===== src/cmd_consts.vh =====
// Constants for the remote command parser with boost guard
`ifndef CMD_CONSTS_VH
`define CMD_CONSTS_VH
`define CH_SPACE      8'h20
`define CH_SEMI       8'h3B
`define CH_LF         8'h0A
`define CH_CR         8'h0D
`define CH_QUERY      8'h3F
`define CH_PLUS       8'h2B
`define CH_MINUS      8'h2D
`define CH_DOT        8'h2E
`define CH_E          8'h45
`define CH_ZERO       8'h30
`define CH_NINE       8'h39
`define BW_WIDTH      3
`define BW_1MHZ       3'h0
`define BW_10KHZ      3'h2
`define BW_MAX        3'h5
`define MODE_WIDTH    2
`define MODE_POT      2'h0
`define MODE_GALV     2'h1
`define MODE_MAX      2'h2
`define OP_NONE       3'h0
`define OP_LOOPMODE   3'h1
`define OP_BANDWIDTH  3'h2
`define OP_BOOST      3'h3
`define OP_RESET      3'h4
`define OP_REVISION   3'h5
`define LINE_DEPTH    64
`define LINE_AW       6
`endif


===== src/cmd_char_norm.v =====
// Character normaliser: folds letter case and classifies one ASCII byte
`include "cmd_consts.vh"
module cmd_char_norm (
  // Raw character
  input  wire [7:0] char_in,
  // Normalised character and classes
  output wire [7:0] upper_out,
  output wire       is_space_out,
  output wire       is_digit_out
);
  // Lower case letters map onto upper case
  assign upper_out    = (char_in >= 8'h61 && char_in <= 8'h7A) ? (char_in - 8'h20) : char_in;
  assign is_space_out = (char_in == `CH_SPACE);
  assign is_digit_out = (char_in >= `CH_ZERO) && (char_in <= `CH_NINE);
endmodule // cmd_char_norm


===== src/cmd_parser.v =====
// Remote command line parser with boosted-mode bandwidth guard
// Notes on behaviour
// While boosted, the applied bandwidth never goes faster than the 10 kHz setting.
// While boosted, a request for more than 10 kHz bandwidth raises an error.
// Outside boosted mode every bandwidth setting up to 1 MHz is accepted.
// The common reset command restores defaults and leaves boosted mode.
// A host cabled for boost follows a common reset with boost enable 1.
// Command text is ASCII and letter case in names does not matter.
// Spaces anywhere inside a command are ignored.
// Semicolons split a buffered line whose commands run left to right.
// Numbers in scientific notation are rejected as arguments.
// Loop mode with argument 1 selects galvanostat mode.
// The revision query (FPGARV?) returns the programmable logic revision number; the boost enable query (BSTREN?) returns the boosted state.
// Entering boosted mode selects the 10 kHz bandwidth setting.
// Boost enable with argument 1 enters boosted mode.
// A line runs only after its terminator arrives.
`include "cmd_consts.vh"
module cmd_parser #(
  parameter DEPTH    = `LINE_DEPTH,
  parameter AW       = `LINE_AW,
  parameter [7:0] REVISION = 8'h01  // Arbitrary revision value
) (
  // Clock and reset
  input  wire                   clk_in,
  input  wire                   reset_n_in,
  // Incoming characters
  input  wire                   char_valid_in,
  input  wire [7:0]             char_in,
  output reg                    char_ready_out,
  // Front panel bandwidth request
  input  wire                   panel_bw_valid_in,
  input  wire [`BW_WIDTH-1:0]   panel_bw_in,
  // Settings and status
  output reg                    boosted_out,
  output reg  [`BW_WIDTH-1:0]   bandwidth_out,
  output reg  [`MODE_WIDTH-1:0] loop_mode_out,
  output reg                    error_out,
  output reg                    reply_valid_out,
  output reg  [7:0]             reply_out,
  output reg                    line_done_out
);
  localparam S_RECV = 2'h0;
  localparam S_EXEC = 2'h1;
  localparam S_DONE = 2'h2;

  reg [7:0]     line_mem [0:DEPTH-1];
  reg [AW-1:0]  wr_ptr_ff;
  reg [AW-1:0]  rd_ptr_ff;
  reg [1:0]     state_ff;
  reg [47:0]    name_ff;
  reg           query_ff;
  reg           arg_seen_ff;
  reg           arg_neg_ff;
  reg           arg_bad_ff;
  reg [7:0]     arg_ff;
  reg           overflow_ff;
  reg           name_long_ff;

  wire [7:0] rd_char;
  wire [7:0] up_char;
  wire       is_space;
  wire       is_digit;
  wire       at_end;
  wire       is_term;

  assign rd_char = line_mem[rd_ptr_ff];
  assign at_end  = (rd_ptr_ff == wr_ptr_ff);
  assign is_term = (char_in == `CH_LF) || (char_in == `CH_CR);

  cmd_char_norm u_norm (
    .char_in      (rd_char),
    .upper_out    (up_char),
    .is_space_out (is_space),
    .is_digit_out (is_digit)
  );

  // Command names as folded characters, right aligned in the six byte window
  localparam [47:0] NAME_LOOPMODE  = {8'h45, 8'h43, 8'h4D, 8'h4F, 8'h44, 8'h45};
  localparam [47:0] NAME_BANDWIDTH = {8'h43, 8'h4C, 8'h42, 8'h57, 8'h54, 8'h48};
  localparam [47:0] NAME_BOOST     = {8'h42, 8'h53, 8'h54, 8'h52, 8'h45, 8'h4E};
  localparam [47:0] NAME_RESET     = {8'h00, 8'h00, 8'h2A, 8'h52, 8'h53, 8'h54};
  localparam [47:0] NAME_REVISION  = {8'h46, 8'h50, 8'h47, 8'h41, 8'h52, 8'h56};

  // Command name decode
  reg [2:0] op;
  always @* begin
    case (name_ff)
      NAME_LOOPMODE:  op = `OP_LOOPMODE;
      NAME_BANDWIDTH: op = `OP_BANDWIDTH;
      NAME_BOOST:     op = `OP_BOOST;
      NAME_RESET:     op = `OP_RESET;
      NAME_REVISION:  op = `OP_REVISION;
      default:        op = `OP_NONE;
    endcase
  end

  // Decimal accumulator kept wider than the argument so overflow is seen
  wire [11:0] arg_wide;
  assign arg_wide = ({4'h0, arg_ff} * 12'h00A) + {8'h00, up_char[3:0]};

  // Character classes at the scan position
  wire is_sign;
  wire is_query;
  wire name_full;
  assign is_sign   = (up_char == `CH_PLUS) || (up_char == `CH_MINUS);
  assign is_query  = (up_char == `CH_QUERY);
  assign name_full = (name_ff[47:40] != 8'h00);

  // Decode of the command whose end the scan has reached
  wire arg_ok;
  wire arg_plain;
  wire cmd_end;
  wire set_loop;
  wire set_bw;
  wire bw_refused;
  wire boost_on;
  wire boost_off;
  wire do_reset;
  wire ask_rev;
  wire ask_boost;
  wire cmd_known;
  wire cmd_bad;
  assign arg_ok     = arg_seen_ff && !arg_bad_ff;
  assign arg_plain  = arg_ok && !arg_neg_ff && !query_ff && !name_long_ff;
  assign cmd_end    = at_end || (rd_char == `CH_SEMI);
  assign set_loop   = (op == `OP_LOOPMODE) && arg_plain && (arg_ff <= {6'h00, `MODE_MAX});
  assign set_bw     = (op == `OP_BANDWIDTH) && arg_plain && (arg_ff <= {5'h00, `BW_MAX});
  assign bw_refused = set_bw && boosted_out && (arg_ff < {5'h00, `BW_10KHZ});
  assign boost_on   = (op == `OP_BOOST) && arg_plain && (arg_ff == 8'h01);
  assign boost_off  = (op == `OP_BOOST) && arg_plain && (arg_ff == 8'h00);
  assign do_reset   = (op == `OP_RESET) && !arg_seen_ff && !query_ff && !name_long_ff;
  assign ask_rev    = (op == `OP_REVISION) && query_ff && !arg_seen_ff && !name_long_ff;
  assign ask_boost  = (op == `OP_BOOST) && query_ff && !arg_seen_ff && !name_long_ff;
  assign cmd_known  = set_loop || set_bw || boost_on || boost_off || do_reset || ask_rev
                      || ask_boost;
  // Anything that is not an empty command and not understood raises an error
  assign cmd_bad    = !cmd_known
                      && (name_ff != 48'h0 || arg_seen_ff || query_ff || name_long_ff);

  // Front panel requests go through the same boost guard as remote ones
  wire panel_bad;
  wire panel_refused;
  wire panel_apply;
  assign panel_bad     = panel_bw_valid_in && (panel_bw_in > `BW_MAX);
  assign panel_refused = panel_bw_valid_in && boosted_out && (panel_bw_in < `BW_10KHZ);
  assign panel_apply   = panel_bw_valid_in && !panel_bad && !panel_refused;

  // Buffer write side
  always @(posedge clk_in) begin
    if (state_ff == S_RECV && char_valid_in && !is_term && !overflow_ff) begin
      line_mem[wr_ptr_ff] <= char_in;
    end
  end

  // Line intake and scan sequencing
  always @(posedge clk_in or negedge reset_n_in) begin
    if (!reset_n_in) begin
      state_ff       <= S_RECV;
      wr_ptr_ff      <= {AW{1'b0}};
      rd_ptr_ff      <= {AW{1'b0}};
      overflow_ff    <= 1'b0;
      char_ready_out <= 1'b1;
    end else begin
      case (state_ff)
        S_RECV: begin
          if (char_valid_in) begin
            // Intake pauses from the terminator until the line has been run
            if (is_term) begin
              state_ff       <= S_EXEC;
              char_ready_out <= 1'b0;
              rd_ptr_ff      <= {AW{1'b0}};
            end else if (wr_ptr_ff == DEPTH - 1) begin
              overflow_ff <= 1'b1;
            end else if (!overflow_ff) begin
              wr_ptr_ff <= wr_ptr_ff + 1'b1;
            end
          end
        end
        S_EXEC: begin
          // A line that outgrew the buffer still runs its first DEPTH-1 bytes, short of its last stored byte
          if (at_end) begin
            state_ff <= S_DONE;
          end else begin
            rd_ptr_ff <= rd_ptr_ff + 1'b1;
          end
        end
        S_DONE: begin
          wr_ptr_ff      <= {AW{1'b0}};
          rd_ptr_ff      <= {AW{1'b0}};
          overflow_ff    <= 1'b0;
          char_ready_out <= 1'b1;
          state_ff       <= S_RECV;
        end
        default: state_ff <= S_RECV;
      endcase
    end
  end

  // Name and argument gathering while the line is scanned
  always @(posedge clk_in or negedge reset_n_in) begin
    if (!reset_n_in) begin
      name_ff      <= 48'h0;
      name_long_ff <= 1'b0;
      query_ff     <= 1'b0;
      arg_seen_ff  <= 1'b0;
      arg_neg_ff   <= 1'b0;
      arg_bad_ff   <= 1'b0;
      arg_ff       <= 8'h00;
    end else if (state_ff == S_EXEC) begin
      if (cmd_end) begin
        // Each command starts from a clean slate
        name_ff      <= 48'h0;
        name_long_ff <= 1'b0;
        query_ff     <= 1'b0;
        arg_seen_ff  <= 1'b0;
        arg_neg_ff   <= 1'b0;
        arg_bad_ff   <= 1'b0;
        arg_ff       <= 8'h00;
      end else if (is_space) begin
        name_ff <= name_ff;
      end else if (is_query && !arg_seen_ff) begin
        query_ff <= 1'b1;
      end else if (is_digit) begin
        // Command names hold no digits, so a digit always belongs to the argument
        arg_seen_ff <= 1'b1;
        arg_ff      <= arg_wide[7:0];
        if (arg_wide[11:8] != 4'h0) begin
          arg_bad_ff <= 1'b1;
        end
      end else if (is_sign && !arg_seen_ff) begin
        arg_seen_ff <= 1'b1;
        arg_neg_ff  <= (up_char == `CH_MINUS);
      end else if (arg_seen_ff) begin
        arg_bad_ff <= 1'b1;
      end else begin
        name_ff <= {name_ff[39:0], up_char};
        // A name longer than the window must not alias a shorter one
        if (name_full) begin
          name_long_ff <= 1'b1;
        end
      end
    end
  end

  // Settings, replies and status pulses
  always @(posedge clk_in or negedge reset_n_in) begin
    if (!reset_n_in) begin
      boosted_out     <= 1'b0;
      bandwidth_out   <= `BW_1MHZ;
      loop_mode_out   <= `MODE_POT;
      error_out       <= 1'b0;
      reply_valid_out <= 1'b0;
      reply_out       <= 8'h00;
      line_done_out   <= 1'b0;
    end else begin
      error_out       <= 1'b0;
      reply_valid_out <= 1'b0;
      line_done_out   <= (state_ff == S_DONE);
      // Panel first, so that a command ending in the same cycle wins
      if (panel_bad || panel_refused) begin
        error_out <= 1'b1;
      end else if (panel_apply) begin
        bandwidth_out <= panel_bw_in;
      end
      if (state_ff == S_EXEC && cmd_end) begin
        if (set_loop) begin
          loop_mode_out <= arg_ff[`MODE_WIDTH-1:0];
        end
        if (bw_refused) begin
          error_out <= 1'b1;
        end else if (set_bw) begin
          bandwidth_out <= arg_ff[`BW_WIDTH-1:0];
        end
        // A second boost enable while boosted leaves the bandwidth alone
        if (boost_on && !boosted_out) begin
          boosted_out   <= 1'b1;
          bandwidth_out <= `BW_10KHZ;
        end
        // Leaving boost keeps the bandwidth that was in force
        if (boost_off) begin
          boosted_out <= 1'b0;
        end
        if (do_reset) begin
          boosted_out   <= 1'b0;
          bandwidth_out <= `BW_1MHZ;
          loop_mode_out <= `MODE_POT;
        end
        if (ask_rev) begin
          reply_valid_out <= 1'b1;
          reply_out       <= REVISION;
        end
        if (ask_boost) begin
          reply_valid_out <= 1'b1;
          reply_out       <= {7'h00, boosted_out};
        end
        if (cmd_bad) begin
          error_out <= 1'b1;
        end
      end
      if (state_ff == S_DONE && overflow_ff) begin
        error_out <= 1'b1;
      end
    end
  end
endmodule // cmd_parser


===== config.mk =====
export PLATFORM = sky130hd
export DESIGN_NAME = cmd_parser
export DESIGN_NICKNAME = d
export VERILOG_FILES = /design/src/cmd_char_norm.v /design/src/cmd_parser.v
export VERILOG_INCLUDE_DIRS = /design/src
export SDC_FILE = /design/constraint.sdc
export NUM_CORES = 1
export LEC_CHECK = 0
export BUFFER_PORTS_ARGS = -buffer_cell sky130_fd_sc_hd__buf_2
export CORE_MARGIN = 1.5
export CORE_UTILIZATION = 45
export CTS_BUF_LIST = sky130_fd_sc_hd__clkbuf_8
export DETAILED_ROUTE_END_ITERATION = 8
export GPL_TIMING_DRIVEN = 0
export MAX_ROUTING_LAYER = met4
export SLEW_MARGIN = 20
export SYNTH_ARGS = -nofsm -noshare
export SYNTH_HDL_FRONTEND = slang
export SYNTH_HIERARCHICAL = 1
export SYNTH_SLANG_ARGS = --single-unit

===== constraint.sdc =====
create_clock -name clk_in -period 10 [get_ports clk_in]
set_input_delay 0 -clock clk_in [delete_from_list [all_inputs] [get_ports clk_in]]
set_output_delay 0 -clock clk_in [all_outputs]
set_load 0.05 [all_outputs]

; ---- Word-level counts from Yosys, hierarchy flattened
; Memories as Yosys holds them, arrays and structs flattened.
; Index checks and enable logic that the tools add are counted.
[word_totals]
elab_cells = 247
latch_bits = 0
romBits = 0
mem_count = 1
mem_bits_rw = 512
regBits = 94
[classes]
div_mod_pow = 0
muxes = 83
eq_ne = 37
addsub = 4
order_cmp = 9
n_reduce_logical = 93
bitwise = 0
n_mul = 1
shifts = 0
[mem_list]
columns = name, depth, word_bits, read_ports, rd_clocked_by_memory_dff, write_ports, line_no
row1 = line_mem, 64, 8, 1, 0, 1, cmd_parser.v:46  ; reg [7:0] line_mem [0:DEPTH-1];
[ops]
columns = operator, n
row1 = 48-bit 2-to-1 mux, 6
row2 = "48-bit by 47-bit equality test with 1-bit output, second input constant", 4
row3 = 8-bit 2-to-1 mux, 7
row4 = "48-bit by 30-bit equality test with 1-bit output, second input constant", 1
row5 = 48-bit nonzero test, 1
row6 = 1-bit 2-to-1 mux, 45
row7 = 6-bit 2-to-1 mux, 7
row8 = "8-bit by 6-bit equality test with 1-bit output, second input constant", 5
row9 = 1-bit logical AND, 38
row10 = 3-bit 2-to-1 mux, 7
row11 = "2-bit != test, second input constant", 9
row12 = 6-bit one-hot mux with 3 select lines, 1
row13 = "8-bit by 4-bit equality test with 1-bit output, second input constant", 2
row14 = 4-bit AND reduction, 4
row15 = 3-bit one-hot mux with 5 select lines, 1
row16 = 2-bit nonzero test, 7
row17 = 1-bit logical OR, 13
row18 = 12-bit by 4-bit adder with 12-bit output, 1
row19 = "6-bit by 1-bit adder with 6-bit output, second input constant", 2
row20 = 6-bit one-hot mux with 2 select lines, 1
row21 = 6-bit AND reduction, 2
row22 = 3-bit nonzero test, 4
row23 = 1-bit logical NOT, 11
row24 = "8-bit by 3-bit multiplier with 11-bit output, second input constant", 1
row25 = 32 further kinds, 47

; ---- Depth between registers and ports, before layout
[logic_depth]
ltp_word = 18
mapped_depth = 24
ltp_nobuf = 17

; ---- Cells and area by module
; The synthesis kept the hierarchy.
[modules_own_cells]
columns = mod, n_inst, cells_each, area_each_um2
row1 = cmd_parser, 1, 1421, 24777.5
row2 = cmd_char_norm, 1, 24, 176.4

; ---- Least setup slack after synthesis
; Ideal clock, no wire load.
[synth_timing]
path_type = register to register
start = register rd_ptr_ff[0]
end = register name_ff[10]
path_buffers = 6
setup_slack_ps = 5256
required_ps = 9934
t_arrival_ps = 4679
stages_incl_launch_ff = 20
period_less_slack_ps = 4744
cell_sequence = dfrtp_1 -> buf_6 -> buf_6 -> buf_6 -> buf_6 -> mux4_2 -> a2111oi_0 -> o21ai_0 -> and3_1 -> or4_4 -> o22ai_2 -> o21bai_1 -> nor2_1 -> nand4_1 -> nor4_1 -> o31ai_1 -> o21ai_1 -> buf_2 -> buf_2 -> a22o_1
[synth_between]
elab_chain_len = 9
word_cells_on_any_way = 26
[synth_rtl]
columns = element, line_no
row1 = start: declaration, cmd_parser.v:48  ; reg [AW-1:0] rd_ptr_ff;
row2 = start signal: assignment, cmd_parser.v:160  ; rd_ptr_ff <= {AW{1'b0}};
row3 = start signal: assignment, cmd_parser.v:171  ; rd_ptr_ff <= {AW{1'b0}};
row4 = start signal: assignment, cmd_parser.v:184  ; rd_ptr_ff <= rd_ptr_ff + 1'b1;
row5 = memory read 64 x 8 bit *, -
row6 = via rd_char[1], cmd_parser.v:59  ; wire [7:0] rd_char;
row7 = 8-bit by 7-bit >= comparator with 1-bit output / 8-bit by 7-bit less-or-equal comparator with 1-bit output (equally long branches), cmd_char_norm.v:12  ; assign upper_out = (char_in >= 8'h61 && char_in <= 8'h7A) ? (char_in - 8'h20) : char_in;
row8 = 1-bit logical AND, cmd_char_norm.v:12
row9 = 8-bit 2-to-1 mux *, cmd_char_norm.v:12
row10 = via up_char[7], cmd_parser.v:60  ; wire [7:0] up_char;
row11 = 8-bit by 6-bit equality test with 1-bit output (no source line), -
row12 = 1-bit logical OR, cmd_parser.v:105  ; assign is_sign = (up_char == `CH_PLUS) || (up_char == `CH_MINUS);
row13 = 1-bit logical AND, cmd_parser.v:230  ; end else if (is_sign && !arg_seen_ff) begin
row14 = 2-bit != test (no source line), -
row15 = 6-bit AND reduction (no source line) *, -
row16 = end signal: assignment, cmd_parser.v:220  ; name_ff <= name_ff;
row17 = end signal: assignment, cmd_parser.v:236  ; name_ff <= {name_ff[39:0], up_char};
row18 = end: declaration, cmd_parser.v:50  ; reg [47:0] name_ff;
; The timed path passes the listed nets; every way through them passes the cells marked *.
; A chain may end at the register's enable or synchronous reset.

; ---- Final worst setup path
[layout_timing]
start = register rd_ptr_ff[1]
end = register name_ff[6]
[layout_between]
elab_chain_len = 10
word_cells_on_any_way = 31
[layout_rtl]
columns = element, line_no
row1 = memory read 64 x 8 bit *, -
row2 = via rd_char[5], cmd_parser.v:59
row3 = 8-bit by 7-bit >= comparator with 1-bit output / 8-bit by 7-bit less-or-equal comparator with 1-bit output (equally long branches), cmd_char_norm.v:12
row4 = 1-bit logical AND, cmd_char_norm.v:12
row5 = 8-bit 2-to-1 mux *, cmd_char_norm.v:12
row6 = via up_char[6], cmd_parser.v:60
row7 = "parallel branches: the longest is 6 deep, another holds 8-bit by 6-bit equality test with 1-bit output", -
; Mark *: on every way through the listed nets, which the timed path passes. The select of a mux whose other input is x is not followed.

==> results.yml <==
clock_network:
  cts_setup_buffers: 0
  htreeDepth: 3
  numCtsBuffers: 98
  root_buffer: "clkbuf_8"
  ctsResizeCount: 0
  tritoncts: "yes"
  cts_sinks: 599
  insertion_delay_ns: 0.71
  cts_buffer_depth: 3
  path_clk_slew_ns: 0.07
final_layout:
  finish.utilization: 0.5108
  multi_input_area_um2: 6897
  fin_cells: 2421
  drive_gt1_frac: 0.1967
  diodes: 0
  fin_nets: 1630
  seq_area_um2: 17550
  layout_commonest_cell: "edfxtp_1"
  area_growth_pct: 12.55
  nFillCells: 4571
  final_cell_mix: "512 x edfxtp_1, 113 x nor2_1, 106 x clkbuf_8"
routing:
  drc: 0
  drt_iter0_drc: 1745
  drtAntennaViolNets: 0
  vias_per_cell: 5.965
  wl_per_cell_um: 27.57
  first_pass_iters: 5
  routed_wl_mm: 66.76
  via_count: 14442
setup_path:
  end_kind: "flop"
  reg2reg_from: "rd_ptr_ff[1]$_DFFE_PN0P_"
  rrSetupSlack_ns: 3.20
  arrival_ns: 7.41
  worst-path-max-fanout: 10
  cp-startpoint: "rd_ptr_ff[1]$_DFFE_PN0P_"
  cp_data_required_time_ns: 10.61
  worstSetupPathType: "reg -> reg"
  cp-start-kind: "flop"
sta:
  setup_viol: 0
  timing.final.crit_share: 0.6799
  fin_tns_setup_ns: 0
  worst_slew_pin_slew_ns: 1.215
  fin_ws_ns: 3.201
  fin_worst_skew_ns: 0.04045
  drv_slew: 0
  finalHoldViolCount: 0
  fin_crit_ns: 6.799
  rsz0062_at_grt: "false"
  relSlewSlack: 0.1693
  fmax_mhz: 147.1
place:
  port_buffers: 25
  dp_slack_ns: 3.430
  hpwl_mm: 42.64
  gp_congestion: 0.9178
  placedCellCount: 2225
global_route:
  antenna_found_initial: 0
  grt_max_degree: 67
  grt_pass1_vias: 14308
  overflow: 0
  grt_util_all_layers: 0.2464
  grt_pass1_wl_mm: 97.32
synth:
  synth-seq-cells: 599
  netlist_instances: 1445
  synth_edf_count: 512
  yosysWarnings: 6
  ys_types: 76
  yosysSeqAreaShare: 0.7034
  syn-cell-area_um2: 24950
  ys.flop_type: "edfxtp_1"
  async_flop_share: 0.1452
  syn_area_per_cell_um2: 17.27
worst_hold_path:
  min-delay-path-class: "in -> reg"
  hp-start: "panel_bw_in[0]"
die:
  rows: 86
  boundaryPins: 33
  floorplan.initialDensity: 0.4538
  die-height_um: 238.5
  core_area_um2: 54990
  fp.dieW_um: 238.5
  die_area_um2: 56880
power_and_ir_drop:
  peakVddDrop_uv: 143.0
  total_power_mw: 7.177
  leakage_nw: 9.634
  power.density_nw_per_um2: 255.6
outcome:
  status: "complete, no violations"
job:
  cap_viol_max_count: 0
## final timing paths
path	endpoint	depth (start not counted)
hold / removal	bandwidth_out[0]$_DFF_PN0_	6
hold reg to reg	arg_bad_ff$_DFFE_PN0P_	2
setup / recovery	name_ff[6]$_DFFE_PN0P_	18
min in group asynchronous	name_ff[32]$_DFFE_PN0P_	4
setup reg to reg	name_ff[6]$_DFFE_PN0P_	18
max in group asynchronous	char_ready_out$_DFFE_PN1P_	4
## repair_timing
action,CTS,global route
hold buffers,14,3
endpoints found under the setup margin,0,0
endpoints found under the hold margin,420,192
## power breakdown
| part | internal [mW] | leakage [nW] | switching, mW |
|---|---|---|---|
| Sequential | 2.86 | 5.77 | 0.136 |
| Clock | 1.01 | 1.01 | 0.982 |
| Combinational | 0.852 | 2.85 | 1.34 |
## state kept, by name (all words and copies together), names as in the netlist, 2 cells and up
| name | flops |
|---|---|
| loop_mode_out | 2 |
| rd_ptr_ff | 6 |
| state_ff | 2 |
| bandwidth_out | 3 |
| wr_ptr_ff | 6 |
| line_mem | 512 |
| arg_ff | 8 |
| name_ff | 48 |
## logic make-up (layout without fill, tap and decap cells)
kind of cell / count (synthesis) / in the layout / synth area share
xor gates and xnor gates: 22 / 22 / 0.007722
muxes: 173 / 173 / 0.1198
and+or+nand+nor: 308 / 308 / 0.06488
adders and majority gates: 21 / 21 / 0.01113
DFF: 599 / 599 / 0.7034
buffers and inverters: 94 / 316 / 0.02116
other: 1 / 7 / 0.0001503
AOI/OAI and AO/OA: 227 / 227 / 0.07175
## final cells by class
cell class,instances,area share
Multi-Input combinational cell,758,0.2456
Inverter,13,0.001737
Tap cell,748,0.03332
Clock inverter,73,0.01274
Buffer,81,0.01706
Clock buffer,106,0.05194
Sequential cell,599,0.6250
Timing Repair Buffer,43,0.01265
## cell usage after synthesis, drive strengths merged (11+ instances only)
master	count	area [um2]
o22ai	20	131.4
nor3	11	55.05
a2111oi	16	146.4
nand4	20	125.1
edfxtp	512	15370
o21ai	16	80.08
inv	13	48.80
xor2	15	131.4
dfrtp	86	2152
mux4	100	2252
nand2	51	191.4
mux2i	68	680.7
buf	57	389.1
a21oi	17	88.84
ha	19	237.7
clkbuf	24	90.09
nor4	21	146.4
a22o	81	709.4
nor2	113	424.2
nand3	18	90.09
## critical path: stages, from the launching register on
cell	delay [ns]
dfrtp_1	0.37
buf_2	0.20
nor2b_1	0.62
clkbuf_1	0.66
clkbuf_1	0.54
a211oi_1	0.21
o32ai_1	0.90
inv_1	0.21
ha_1	0.34
inv_1	0.03
o41a_2	0.44
nor2_1	0.11
nand4_1	0.16
nor4_1	0.66
o31ai_1	0.13
o21ai_1	0.36
buf_2	0.32
buf_2	0.27
a22o_1	0.16
## stage by stage
step | hold WS [ns] | instance area [um2]
global route | 0.1352 | 28090
CTS | 0.01617 | 28050
floorplan | -0.2956 | 24980
detailed placement | -0.007046 | 26080
global placement | 0.3793 | 26040
finish | 0.05610 | 28090
## layer usage
metal / part of all wire / GRT usage / vias to the layer above
met2: 0.48 / 0.3739 / 556
met5: 0 / - / -
met3: 0.067 / 0.04570 / 130
met4: 0.036 / 0.09628 / 0
li1: - / - / 6212
met1: 0.42 / 0.3318 / 7544
Note: power is estimated with default switching activity, not from simulation.
